===== src/hdl/ialm_defs.svh =====
/*
 * constants of the input alarm threshold register bank: byte offsets,
 * field positions and reset values.
 * assumes it is included by bare name by the register bank design file.
 */
// Function
// - the upper-limit register spans byte addresses 24h to 27h, low byte first.
// - the lower-limit register spans byte addresses 28h to 2Bh, low byte first.
// - bits 31 to 24 of the upper-limit register hold a writable hysteresis reset to zero.
// - bits 23 to 16 of the upper-limit register are read-only and read zero.
// - bits 15 to 0 of the upper-limit register hold the high limit, reset to all ones.
// - bits 15 to 0 of the lower-limit register hold the low limit, reset to zero.
// - the upper sixteen bits of the lower-limit register are read-only and read zero.
// - a high-input alarm shows as active at status bit 10 and tripped at bit 4.
// - a low-input alarm shows as active at status bit 11 and tripped at bit 5.
// - status bit 0 is the OR of all tripped alarm flags.
`ifndef IALM_DEFS_SVH
`define IALM_DEFS_SVH

// ----------------------------------------------------------------------
// register byte offsets
// ----------------------------------------------------------------------
`define IALM_ADR_STATUS 8'h20
`define IALM_ADR_UPPER 8'h24
`define IALM_ADR_LOWER 8'h28
`define IALM_ADR_IRQ_STAT 8'h30
`define IALM_ADR_IRQ_MASK 8'h34

// ----------------------------------------------------------------------
// field positions
// ----------------------------------------------------------------------
`define IALM_ST_SUMMARY 0
`define IALM_ST_TRIP_HIGH 4
`define IALM_ST_TRIP_LOW 5
`define IALM_ST_ACT_HIGH 10
`define IALM_ST_ACT_LOW 11
`define IALM_IRQ_HIGH 0
`define IALM_IRQ_LOW 1

// ----------------------------------------------------------------------
// reset values
// ----------------------------------------------------------------------
`define IALM_RST_HYST 8'h00
`define IALM_RST_UPPER 16'hFFFF
`define IALM_RST_LOWER 16'h0000
`define IALM_RST_IRQ 2'h0

`endif


===== src/hdl/ialm_pkg.sv =====
/*
 * types of the input alarm threshold register bank: the state record
 * of each module.
 * assumes ialm_defs.svh is on the include path.
 */
package ialm_pkg;

    // ------------------------------------------------------------------
    // state records
    // ------------------------------------------------------------------
    typedef struct packed {
        logic [7:0] q;
    } ialm_byte_st_t;

    typedef struct packed {
        logic active;
        logic trip_evt;
    } ialm_cmp_st_t;

    typedef struct packed {
        logic ack;
        logic [31:0] dat;
        logic trip_high;
        logic trip_low;
        logic [1:0] irq_stat;
        logic [1:0] irq_mask;
    } ialm_top_st_t;

endpackage


===== src/hdl/ialm_byte_reg.sv =====
/*
 * one writable byte of a register, loaded when its lane is written.
 * assumes the write strobe comes from logic on the same clock.
 */
`timescale 1ns/10ps
module ialm_byte_reg
    import ialm_pkg::*;
#(
    parameter logic [7:0] RST_VAL = 8'h00
)
(
    // clock and reset
    input wire logic clk,
    input wire logic nrst,
    // write side
    input wire logic wr_en,
    input wire logic [7:0] wr_data,
    // stored byte
    output logic [7:0] q
);

    ialm_byte_st_t st_r;
    ialm_byte_st_t st_nxt;

    // load on a lane write, otherwise hold
    always_comb
    begin
        st_nxt = st_r;
        if (wr_en)
        begin
            st_nxt.q = wr_data;
        end
    end

    always_ff @(posedge clk or negedge nrst)
    begin
        if (!nrst)
        begin
            st_r <= '{q: RST_VAL};
        end
        else
        begin
            st_r <= st_nxt;
        end
    end

    assign q = st_r.q;

endmodule


===== src/hdl/ialm_cmp.sv =====
/*
 * one alarm comparator with hysteresis; ABOVE selects the high or the
 * low direction. holds the active flag and pulses trip_evt when it rises.
 * assumes sample and limits come from logic on the same clock.
 */
`timescale 1ns/10ps
module ialm_cmp
    import ialm_pkg::*;
#(
    parameter bit ABOVE = 1'b1
)
(
    // clock and reset
    input wire logic clk,
    input wire logic nrst,
    // conversion result
    input wire logic sample_valid,
    input wire logic [15:0] sample,
    // thresholds
    input wire logic [15:0] limit,
    input wire logic [7:0] hyst,
    // alarm state
    output logic active,
    output logic trip_evt
);

    ialm_cmp_st_t st_r;
    ialm_cmp_st_t st_nxt;
    logic [16:0] s_ext;
    logic [16:0] l_ext;
    logic [16:0] h_ext;
    logic over;
    logic back;

    // 17-bit sums so limit plus hysteresis never wraps at full scale
    assign s_ext = {1'b0, sample};
    assign l_ext = {1'b0, limit};
    assign h_ext = {9'h0_00, hyst[7:2], 2'b00};
    assign over = ABOVE ? (s_ext > l_ext) : (s_ext < l_ext);
    assign back = ABOVE ? ((s_ext + h_ext) < l_ext) : (s_ext > (l_ext + h_ext));

    // alarm sets past the limit and clears only once back inside the band
    always_comb
    begin
        st_nxt = st_r;
        st_nxt.trip_evt = 1'b0;
        if (sample_valid)
        begin
            if (over)
            begin
                st_nxt.active = 1'b1;
                st_nxt.trip_evt = ~st_r.active;
            end
            else if (back)
            begin
                st_nxt.active = 1'b0;
            end
        end
    end

    always_ff @(posedge clk or negedge nrst)
    begin
        if (!nrst)
        begin
            st_r <= '{active: 1'b0, trip_evt: 1'b0};
        end
        else
        begin
            st_r <= st_nxt;
        end
    end

    assign active = st_r.active;
    assign trip_evt = st_r.trip_evt;

endmodule


===== src/hdl/ialm_regs.sv =====
/*
 * input alarm threshold register bank: the upper-limit/hysteresis and
 * lower-limit registers, the alarm status word, and a masked interrupt,
 * all behind a classic wishbone slave with 32-bit data and byte addresses.
 * word map: 20h alarm status (read only), 24h upper limit and
 * hysteresis, 28h lower limit, 30h interrupt events (write one to
 * clear, lane 0), 34h interrupt mask (lane 0); other words read zero.
 * each access is answered one cycle after the request, every time.
 * assumes conversion results arrive from logic on the same clock, one
 * word per sample_valid pulse, and a single-cycle wishbone master.
 */
// Local design decision: the Wishbone register port.
`timescale 1ns/10ps
`include "ialm_defs.svh"
module ialm_regs
    import ialm_pkg::*;
(
    // clock and reset
    input wire logic clk,
    input wire logic nrst,
    // wishbone slave
    input wire logic wb_cyc_i,
    input wire logic wb_stb_i,
    input wire logic wb_we_i,
    input wire logic [7:0] wb_adr_i,
    input wire logic [3:0] wb_sel_i,
    input wire logic [31:0] wb_dat_i,
    output logic [31:0] wb_dat_o,
    output logic wb_ack_o,
    // conversion results
    input wire logic sample_valid,
    input wire logic [15:0] sample,
    // alarm outputs
    output logic alarm_high,
    output logic alarm_low,
    output logic any_alarm_summary,
    output logic irq
);

    // ------------------------------------------------------------------
    // state and wires
    // ------------------------------------------------------------------
    ialm_top_st_t st_r;
    ialm_top_st_t st_nxt;
    // threshold fields as stored
    logic [7:0] input_alarm_hysteresis;
    logic [15:0] input_alarm_upper_limit;
    logic [15:0] input_alarm_lower_limit;
    // alarm flags and events from the comparators
    logic act_high;
    logic act_low;
    logic evt_high;
    logic evt_low;
    // bus strobes and word selects
    logic req;
    logic wr_stb;
    logic rd_stb;
    logic sel_status;
    logic sel_upper;
    logic sel_lower;
    logic sel_irq_stat;
    logic sel_irq_mask;
    logic wr_irq_mask;
    logic wr_irq_stat;
    logic rd_status;
    // read words
    logic [31:0] upper_word;
    logic [31:0] lower_word;
    logic [31:0] status_word;
    logic [31:0] irq_stat_word;
    logic [31:0] irq_mask_word;
    logic [31:0] rd_word;
    // byte lane write enables
    logic wr_upper_b0;
    logic wr_upper_b1;
    logic wr_upper_b3;
    logic wr_lower_b0;
    logic wr_lower_b1;

    // ------------------------------------------------------------------
    // decode constants
    // ------------------------------------------------------------------

    // word indices of the mapped registers, byte address bits 7 to 2
    localparam logic [5:0] WORD_STATUS = 6'(`IALM_ADR_STATUS >> 2);
    localparam logic [5:0] WORD_UPPER = 6'(`IALM_ADR_UPPER >> 2);
    localparam logic [5:0] WORD_LOWER = 6'(`IALM_ADR_LOWER >> 2);
    localparam logic [5:0] WORD_IRQ_STAT = 6'(`IALM_ADR_IRQ_STAT >> 2);
    localparam logic [5:0] WORD_IRQ_MASK = 6'(`IALM_ADR_IRQ_MASK >> 2);

    // per-byte reset values; each limit is kept as two separate bytes
    localparam logic [7:0] UPPER_RST_LO = 8'(`IALM_RST_UPPER);
    localparam logic [7:0] UPPER_RST_HI = 8'(`IALM_RST_UPPER >> 8);
    localparam logic [7:0] LOWER_RST_LO = 8'(`IALM_RST_LOWER);
    localparam logic [7:0] LOWER_RST_HI = 8'(`IALM_RST_LOWER >> 8);

    // ------------------------------------------------------------------
    // bus decode
    // ------------------------------------------------------------------

    // a request is answered one cycle after it appears; the access itself
    // takes effect on the edge where the master sees ack high, and a
    // master that keeps stb up after ack gets a second access
    assign req = wb_cyc_i & wb_stb_i;
    assign wr_stb = req & wb_we_i & st_r.ack;
    assign rd_stb = req & ~wb_we_i & st_r.ack;

    // word decode on the aligned address, low two bits ignored
    assign sel_status = (wb_adr_i[7:2] == WORD_STATUS);
    assign sel_upper = (wb_adr_i[7:2] == WORD_UPPER);
    assign sel_lower = (wb_adr_i[7:2] == WORD_LOWER);
    assign sel_irq_stat = (wb_adr_i[7:2] == WORD_IRQ_STAT);
    assign sel_irq_mask = (wb_adr_i[7:2] == WORD_IRQ_MASK);

    // byte lane strobes; lane 2 of either limit register has no storage
    assign wr_upper_b0 = wr_stb & sel_upper & wb_sel_i[0];
    assign wr_upper_b1 = wr_stb & sel_upper & wb_sel_i[1];
    assign wr_upper_b3 = wr_stb & sel_upper & wb_sel_i[3];
    assign wr_lower_b0 = wr_stb & sel_lower & wb_sel_i[0];
    assign wr_lower_b1 = wr_stb & sel_lower & wb_sel_i[1];

    // register-level strobes of the status read and the interrupt words
    assign rd_status = rd_stb & sel_status;
    assign wr_irq_mask = wr_stb & sel_irq_mask & wb_sel_i[0];
    assign wr_irq_stat = wr_stb & sel_irq_stat & wb_sel_i[0];

    // ------------------------------------------------------------------
    // threshold storage
    // ------------------------------------------------------------------

    // hysteresis byte in lane 3; the two low bits are stored as written,
    // since the host keeps them zero, but the comparators never use them
    ialm_byte_reg #(
        .RST_VAL(`IALM_RST_HYST)
    ) u_hyst (
        .clk(clk),
        .nrst(nrst),
        .wr_en(wr_upper_b3),
        .wr_data(wb_dat_i[31:24]),
        .q(input_alarm_hysteresis)
    );

    // reserved lanes have no flip-flops: 26h, 2Ah and 2Bh simply read zero
    // high limit, low byte
    ialm_byte_reg #(
        .RST_VAL(UPPER_RST_LO)
    ) u_upper_lo (
        .clk(clk),
        .nrst(nrst),
        .wr_en(wr_upper_b0),
        .wr_data(wb_dat_i[7:0]),
        .q(input_alarm_upper_limit[7:0])
    );

    // high limit, high byte
    ialm_byte_reg #(
        .RST_VAL(UPPER_RST_HI)
    ) u_upper_hi (
        .clk(clk),
        .nrst(nrst),
        .wr_en(wr_upper_b1),
        .wr_data(wb_dat_i[15:8]),
        .q(input_alarm_upper_limit[15:8])
    );

    // low limit, low byte
    ialm_byte_reg #(
        .RST_VAL(LOWER_RST_LO)
    ) u_lower_lo (
        .clk(clk),
        .nrst(nrst),
        .wr_en(wr_lower_b0),
        .wr_data(wb_dat_i[7:0]),
        .q(input_alarm_lower_limit[7:0])
    );

    // low limit, high byte
    ialm_byte_reg #(
        .RST_VAL(LOWER_RST_HI)
    ) u_lower_hi (
        .clk(clk),
        .nrst(nrst),
        .wr_en(wr_lower_b1),
        .wr_data(wb_dat_i[15:8]),
        .q(input_alarm_lower_limit[15:8])
    );

    // ------------------------------------------------------------------
    // comparators
    // ------------------------------------------------------------------

    // both comparators see the same sample; each keeps its own band
    // high direction: alarm above the upper limit
    ialm_cmp #(
        .ABOVE(1'b1)
    ) u_cmp_high (
        .clk(clk),
        .nrst(nrst),
        .sample_valid(sample_valid),
        .sample(sample),
        .limit(input_alarm_upper_limit),
        .hyst(input_alarm_hysteresis),
        .active(act_high),
        .trip_evt(evt_high)
    );

    // low direction: alarm below the lower limit
    ialm_cmp #(
        .ABOVE(1'b0)
    ) u_cmp_low (
        .clk(clk),
        .nrst(nrst),
        .sample_valid(sample_valid),
        .sample(sample),
        .limit(input_alarm_lower_limit),
        .hyst(input_alarm_hysteresis),
        .active(act_low),
        .trip_evt(evt_low)
    );

    // ------------------------------------------------------------------
    // read words
    // ------------------------------------------------------------------

    // reserved middle byte of the upper register always reads zero
    assign upper_word = {input_alarm_hysteresis, 8'h00, input_alarm_upper_limit};
    // upper half of the lower register always reads zero
    assign lower_word = {16'h0000, input_alarm_lower_limit};
    // interrupt words carry their two event bits in lane 0 only
    assign irq_stat_word = {30'h0000_0000, st_r.irq_stat};
    assign irq_mask_word = {30'h0000_0000, st_r.irq_mask};

    // alarm status word, all other bits reserved zero; the active flags
    // follow the comparators, the tripped ones the latches below
    always_comb
    begin
        status_word = 32'h0000_0000;
        status_word[`IALM_ST_ACT_HIGH] = act_high;
        status_word[`IALM_ST_TRIP_HIGH] = st_r.trip_high;
        status_word[`IALM_ST_ACT_LOW] = act_low;
        status_word[`IALM_ST_TRIP_LOW] = st_r.trip_low;
        status_word[`IALM_ST_SUMMARY] = st_r.trip_high | st_r.trip_low;
    end

    // read mux; unmapped words answer with zero
    // decoded from the address alone, the capture edge decides what is read
    always_comb
    begin
        rd_word = 32'h0000_0000;
        if (sel_status)
        begin
            rd_word = status_word;
        end
        else if (sel_upper)
        begin
            rd_word = upper_word;
        end
        else if (sel_lower)
        begin
            rd_word = lower_word;
        end
        else if (sel_irq_stat)
        begin
            rd_word = irq_stat_word;
        end
        else if (sel_irq_mask)
        begin
            rd_word = irq_mask_word;
        end
    end

    // ------------------------------------------------------------------
    // bus answer, tripped flags and interrupt state
    // ------------------------------------------------------------------

    // tripped flags latch while the alarm is active and clear on a status
    // read; a still-active alarm re-sets in the same edge so nothing is lost
    always_comb
    begin
        st_nxt = st_r;
        // one-cycle ack; read data is captured with it and then stands
        st_nxt.ack = req & ~st_r.ack;
        if (req & ~st_r.ack)
        begin
            st_nxt.dat = rd_word;
        end

        // clear first, so an alarm that is still active sets the flag again
        if (rd_status)
        begin
            st_nxt.trip_high = 1'b0;
            st_nxt.trip_low = 1'b0;
        end
        if (act_high)
        begin
            st_nxt.trip_high = 1'b1;
        end
        if (act_low)
        begin
            st_nxt.trip_low = 1'b1;
        end

        // interrupt mask, lane 0 only
        if (wr_irq_mask)
        begin
            st_nxt.irq_mask = wb_dat_i[1:0];
        end

        // write-one-to-clear, then events set so a set wins the race
        if (wr_irq_stat)
        begin
            st_nxt.irq_stat = st_r.irq_stat & ~wb_dat_i[1:0];
        end
        if (evt_high)
        begin
            st_nxt.irq_stat[`IALM_IRQ_HIGH] = 1'b1;
        end
        if (evt_low)
        begin
            st_nxt.irq_stat[`IALM_IRQ_LOW] = 1'b1;
        end
    end

    always_ff @(posedge clk or negedge nrst)
    begin
        if (!nrst)
        begin
            st_r <= '{ack: 1'b0, dat: 32'h0000_0000, trip_high: 1'b0, trip_low: 1'b0,
                      irq_stat: `IALM_RST_IRQ, irq_mask: `IALM_RST_IRQ};
        end
        else
        begin
            st_r <= st_nxt;
        end
    end

    // ------------------------------------------------------------------
    // outputs
    // ------------------------------------------------------------------
    // bus answer straight from the state record
    assign wb_ack_o = st_r.ack;
    assign wb_dat_o = st_r.dat;

    // active flags come registered from the comparators
    assign alarm_high = act_high;
    assign alarm_low = act_low;
    assign any_alarm_summary = st_r.trip_high | st_r.trip_low;
    // level interrupt, high while any unmasked event bit is set
    assign irq = |(st_r.irq_stat & st_r.irq_mask);

endmodule


===== config.mk =====
export PLATFORM = sky130hd
export DESIGN_NAME = ialm_regs
export DESIGN_NICKNAME = d
export VERILOG_FILES = /design/src/hdl/ialm_pkg.sv /design/src/hdl/ialm_byte_reg.sv /design/src/hdl/ialm_cmp.sv /design/src/hdl/ialm_regs.sv
export VERILOG_INCLUDE_DIRS = /design/src /design/src/hdl
export SDC_FILE = /design/constraint.sdc
export NUM_CORES = 1
export LEC_CHECK = 0
export BUFFER_PORTS_ARGS = -buffer_cell sky130_fd_sc_hd__buf_2
export CORE_MARGIN = 3
export CORE_UTILIZATION = 57
export DETAILED_ROUTE_END_ITERATION = 7
export PLACE_DENSITY = 0.82
export SLEW_MARGIN = 25
export SYNTH_ARGS = -nofsm -noshare
export SYNTH_HDL_FRONTEND = slang
export SYNTH_SLANG_ARGS = --single-unit

===== constraint.sdc =====
create_clock -name clk -period 3.5 [get_ports clk]
set_clock_uncertainty 0.05 [all_clocks]
set_input_delay 0.525 -clock clk [delete_from_list [all_inputs] [get_ports clk]]
set_output_delay 0.525 -clock clk [all_outputs]
set_load 0.02 [all_outputs]

# After elaboration in Yosys (flattened, before gate mapping)
# Cells that the tools add are included.
# op_classes
add_sub_neg,2
n_mul,0
div,0
magnitude_cmp,4
eq_ne,5
n_shift,0
muxes,19
bitwise_logic,26
reduce_logical,9
# op_table
op,n
two-way mux 32 bit,2
adder 16 x 8 -> 17 bit,2
== test 6 x 4 -> 1 bit (second input constant),5
bitwise AND 1 bit,18
greater-than comparator 16 x 17 -> 1 bit,1
< comparator 17 x 16 -> 1 bit,1
greater-than comparator 16 bit,1
< comparator 16 bit,1
two-way mux 16 bit,1
two-way mux 1 bit,12
nonzero test 2 bit,6
two-way mux 2 bit,4
bitwise AND 2 bit,2
NOT 1 bit,4
AND reduction 2 bit,2
NOT 2 bit,1
OR reduction 2 bit,1
bitwise OR 1 bit,1
# word_totals
ff_bits,83
latch_bits,0
mem_bits_rw,0
mem_bits_ro,0
in_bits,66
out_inout_bits,37
elab_cells,81
n_memories,0

# Longest topological paths before layout
# depth
word_depth,7
mapped_depth,15
mapped_depth_nobuf,15

# Modules after synthesis
# From an unflattened synthesis, not the netlist that was laid out.
# hier_totals
cells_unflattened,561
hier_area_um2,5756.8
# modules_own_cells
mod,instances,cells_per_inst,area_each_um2,seq_area_each_um2
ialm_regs,1,195,1789.2,775.7
ialm_cmp (u_cmp_low),1,139,1152.4,50.0
ialm_cmp (u_cmp_high),1,142,1137.3,50.0
ialm_byte_reg (u_hyst ...),3,17,331.6,200.2
ialm_byte_reg (u_upper_hi ...),2,17,341.6,210.2

# Worst setup path after synthesis
# Ideal clock, no wire load.
# synth_timing
path_type,input to register
from,input sample[2]
to,"register u_cmp_high.st_r, in the netlist u_cmp_high.active"
setup_time_ps,135
arrival_time_ps,2905
required_ps,3315
setup_slack_ps,410
stages,15
path_buffers,0
cell_sequence,ha_1 > inv_1 > fa_1 > nand2b_1 > a21oi_1 > o22ai_1 > nor2_1 > xor2_1 > ha_1 > a211oi_1 > o21bai_1 > a21oi_1 > a2bb2oi_1 > o41a_1 > nand3_1
# synth_via
elab_chain_cells,4
elab_cells_between_ends,6
cone_classes,add/sub (1); order compare (2); mux (1); reduce/logical (2)
# synth_rtl
item,line_no,text
start: declaration,ialm_regs.sv:32,"input wire logic [15:0] sample,"
adder 16 x 8 -> 17 bit,-,
< comparator 17 x 16 -> 1 bit,ialm_cmp.sv:40,assign back = ABOVE ? ((s_ext + h_ext) < l_ext) : (s_ext > (l_ext + h_ext));
nonzero test 2 bit (no source line),-,
AND reduction 2 bit (no source line),-,
end signal: assignment,ialm_cmp.sv:65,"st_r <= '{active: 1'b0, trip_evt: 1'b0};"
end signal: assignment,ialm_cmp.sv:69,st_r <= st_nxt;
end: declaration,ialm_cmp.sv:27,ialm_cmp_st_t st_r;
# Several ways; a longest one is shown, not always the timed one.
# A chain may end at the register's enable or synchronous reset.

# Final worst setup path
# layout_timing
from,"register u_hyst.st_r, in the netlist u_hyst.q[2]"
to,"register u_cmp_low.st_r, in the netlist u_cmp_low.active"
# layout_via
elab_chain_cells,4
# layout_rtl
item,line_no,text
start: declaration,ialm_byte_reg.sv:22,ialm_byte_st_t st_r;
start signal: assignment,ialm_byte_reg.sv:39,st_r <= '{q: RST_VAL};
start signal: assignment,ialm_byte_reg.sv:43,st_r <= st_nxt;
adder 16 x 8 -> 17 bit,ialm_cmp.sv:40,
greater-than comparator 16 x 17 -> 1 bit,ialm_cmp.sv:40,
nonzero test 2 bit (no source line),-,
AND reduction 2 bit (no source line),-,
end signal: assignment,ialm_cmp.sv:65,
end signal: assignment,ialm_cmp.sv:69,
end: declaration,ialm_cmp.sv:27,
# Every way passes these cells.

==> impl_metrics.toml <==
[cts]
htree_num_levels = 3
cts_tree = "done"
holdBufCountCts = 0
cts.sinks = 75
cts-buffers-inserted = 9
clk_pin_slew_ns = 0.08
post_cts_buffers = 0
clockBufferDepth = 2
clk_latency_ns = 0.34
clock-root-buffer = "clkbuf_8"

[yosys]
synthDistinctLibCells = 54
synth_compound_area_share_pct = 12.5
synth.yosys.seq_area_share_pct = 34.8
synth_seq_cells = 75
avgSynthCellArea_um2 = 9.53
syn_inst = 572
synth-xor-area-share_pct = 3.53
async_reset_ff_share_pct = 100
synthAdderAreaFrac_pct = 17.3
yosys.area_share.simple_pct = 15.7
synth-edff-count = 0
synth_top_family_by_area = "adder cells"
synth_warnings = 0
synth_area_um2 = 5450
ys.flop_type = "dfrtp_1"
synth_mux_area_share_pct = 7.78

[drt]
drt_wl_total_mm = 13.6
num_vias = 4531
postRouteAntennaNets = 0
first_pass_iters = 5
avgViaCountPerCell = 5.88
drt-wirelength-per-cell_um = 17.7
dr.first_iter.drc_count = 283
drc = 0

[worst_setup_path]
cp_top_family = "compound AO/OA/AOI/OAI gates"
reg2regPathDepth = 14
crit_fanout = 4
cp_slowest_cell = "fa_1"
cpPeakStageDelay_ns = 0.43
r2r_slack_ns = 0.22
crit_path_cell_trace = "ha_1 -> fa_1 -> a211oi_1 -> o21bai_1 -> a21oi_2 -> nor3_1 -> xnor2_1 -> ha_1 -> a21oi_1 -> nor2b_1 -> o21ai_0 -> o2111ai_1 -> or3_1 -> nand4b_1"
crit_type = "flop to flop"
critPathArrivalTime_ns = 3.50
cpMostUsedCell = "ha_1"
cp.required_ns = 3.72
r2r-start = "u_hyst.q[2]"
timing.rr.end = "u_cmp_low.active"
cp-start-kind = "flop"
crit_buf_inv = 0
cp-end-kind = "flop"

[timing]
finalHoldViolCount = 0
finalMaxSlewViolations = 0
clock.fmax_mhz = 305
fin_crit_sh_pct = 93.7
worstMarginPinSlew_ns = 0.913
fin_crit_ns = 3.28
setup_viol = 0
max_slew_margin_pct = 39.1
rsz0062_at_grt = "no"

[grt]
grt_use_total_pct = 25.4
grt-ovfl-total = 0
grt_max_degree = 76
grt_first_pass_wirelength_mm = 22.3
grt_pass1_vias = 4655
antenna_found_initial = 0

[die]
fp.dieH_um = 104
io_pins = 103
coreArea_um2 = 9280
die_w_um = 104
start_util_pct = 58.7
row_count = 35
die_area_um2 = 10800

[layout]
fin_nets = 776
fillers = 767
drive_gt1_share_pct = 26.4
syn2layout_area_growth_pct = 11.1
final_common_cell = "buf_2"
fin_area_um2 = 6060
diodes = 0
final_util_pct = 65.2
final_cell_mix = "buf_2, ha_1, dfrtp_1"

[placement]
numPortBuffers = 83
hpwlAfterDp_mm = 10.8
gp_congestion = 0.995
dpl_cell_area_um2 = 5820

[run_status]
status = "finished clean"

[pwr]
ir_worst_vdd_mv = 0.237
pwr_density_cell_nw_per_um2 = 334
leakagePower_nw = 2.90
total_power_w = 0.00202

[min_path]
hold_class = "input port to async pin"

[flow_run]
maxCapViolCount = 0
## synthesized netlist by cell type, types with 3 or more instances
cell type	count	share of area (%)
a211oi_1	5	0.69
a21o_1	8	1.1
a21oi_1	30	2.8
a221oi_1	15	2.4
and3_1	3	0.34
buf_2	4	0.37
buf_4	33	4.5
clkbuf_1	7	0.48
dfrtp_1	59	27
dfstp_2	16	7.7
ha_1	72	17
inv_1	43	3.0
mux2_2	35	7.2
mux2i_1	3	0.55
nand2_1	56	3.9
nand2b_1	3	0.34
nand3_1	20	1.8
nand3_2	4	0.73
nand4_1	14	1.6
nor2_1	43	3.0
nor2b_1	5	0.57
nor3_1	7	0.64
nor4_1	3	0.34
o211ai_1	5	0.69
o21ai_0	21	1.9
o21bai_1	3	0.41
or2_2	3	0.34
xnor2_1	17	2.7
xor2_1	5	0.80
## flip-flops by register name (all words and copies together), names as in the netlist, 2 cells and up
name,cells
u_lower_lo.q,8
irq_mask_word,2
wb_dat_o,24
u_upper_hi.q,8
irq_stat_word,2
u_lower_hi.q,8
u_upper_lo.q,8
st_r,2
u_hyst.q,8
## area by class of cell
| class | instances | area, um^2 | area share [%] |
|---|---|---|---|
| Multi-Input combinational cell | 416 | 3130 | 51.6 |
| Sequential cell | 75 | 1900 | 31.3 |
| Timing Repair Buffer | 91 | 475 | 7.85 |
| Inverter | 43 | 161 | 2.66 |
| Tap cell | 129 | 161 | 2.66 |
| Clock buffer | 10 | 138 | 2.27 |
| Clock inverter | 6 | 96.3 | 1.59 |
## metrics by stage
step | instances | setup TNS [ns] | worst slack (ns) | hold WS [ns]
finish | 770 | 0 | 0.220 | 0.331
global placement | 754 | 0 | 0.0930 | 0.366
detailed placement | 754 | -0.00109 | -0.00109 | 0.366
floorplan | 579 | 0 | 0.410 | 0.179
CTS | 770 | 0 | 0.128 | 0.356
global route | 770 | 0 | 0.0110 | 0.354
## cell families (layout without fill, tap and decap cells)
group,after synthesis,count (layout)
other cells,1,8
mux,38,38
flops,75,75
fa+ha+maj,74,74
xor+xnor,22,22
buf+inv,88,150
simple gates,171,171
compound gates,103,103
## where the power goes
group          leakage (nW)  switching (W)  internal (W)  total, W
Combinational          1.85       0.000200      0.000121  0.000321
Clock                 0.115       0.000342      0.000430  0.000771
Sequential            0.934      0.0000273      0.000902  0.000930
Total                  2.90       0.000569       0.00145   0.00202
## layer usage
metal / track usage, % / vias up / share of wire, %
li1: - / 2126 / -
met1: 32.5 / 2188 / 42
met2: 43.3 / 187 / 48
met3: 5.17 / 30 / 6.7
met4: 8.45 / 0 / 2.9
met5: 0 / - / 0
## what timing repair did
action                     4_1_cts  5_1_grt
hold endpoints to repair         0        0
setup endpoints to repair        0        2
resized for setup                0        3
## worst max path at each step
stage	start	to	slack, ns	depth (start not counted)
6_report	u_hyst.q[2]	u_cmp_low.active	0.22	14
5_1_grt	u_hyst.q[2]	u_cmp_low.active	0.01	14
4_1_cts	u_hyst.q[2]	u_cmp_low.active	0.13	14
3_5_place_dp	sample[2]	u_cmp_high.active	-0.001	17
3_3_place_gp	sample[2]	u_cmp_high.active	0.09	16
2_1_floorplan	sample[2]	u_cmp_high.active	0.41	15
Power figures use the tool's default switching activity.
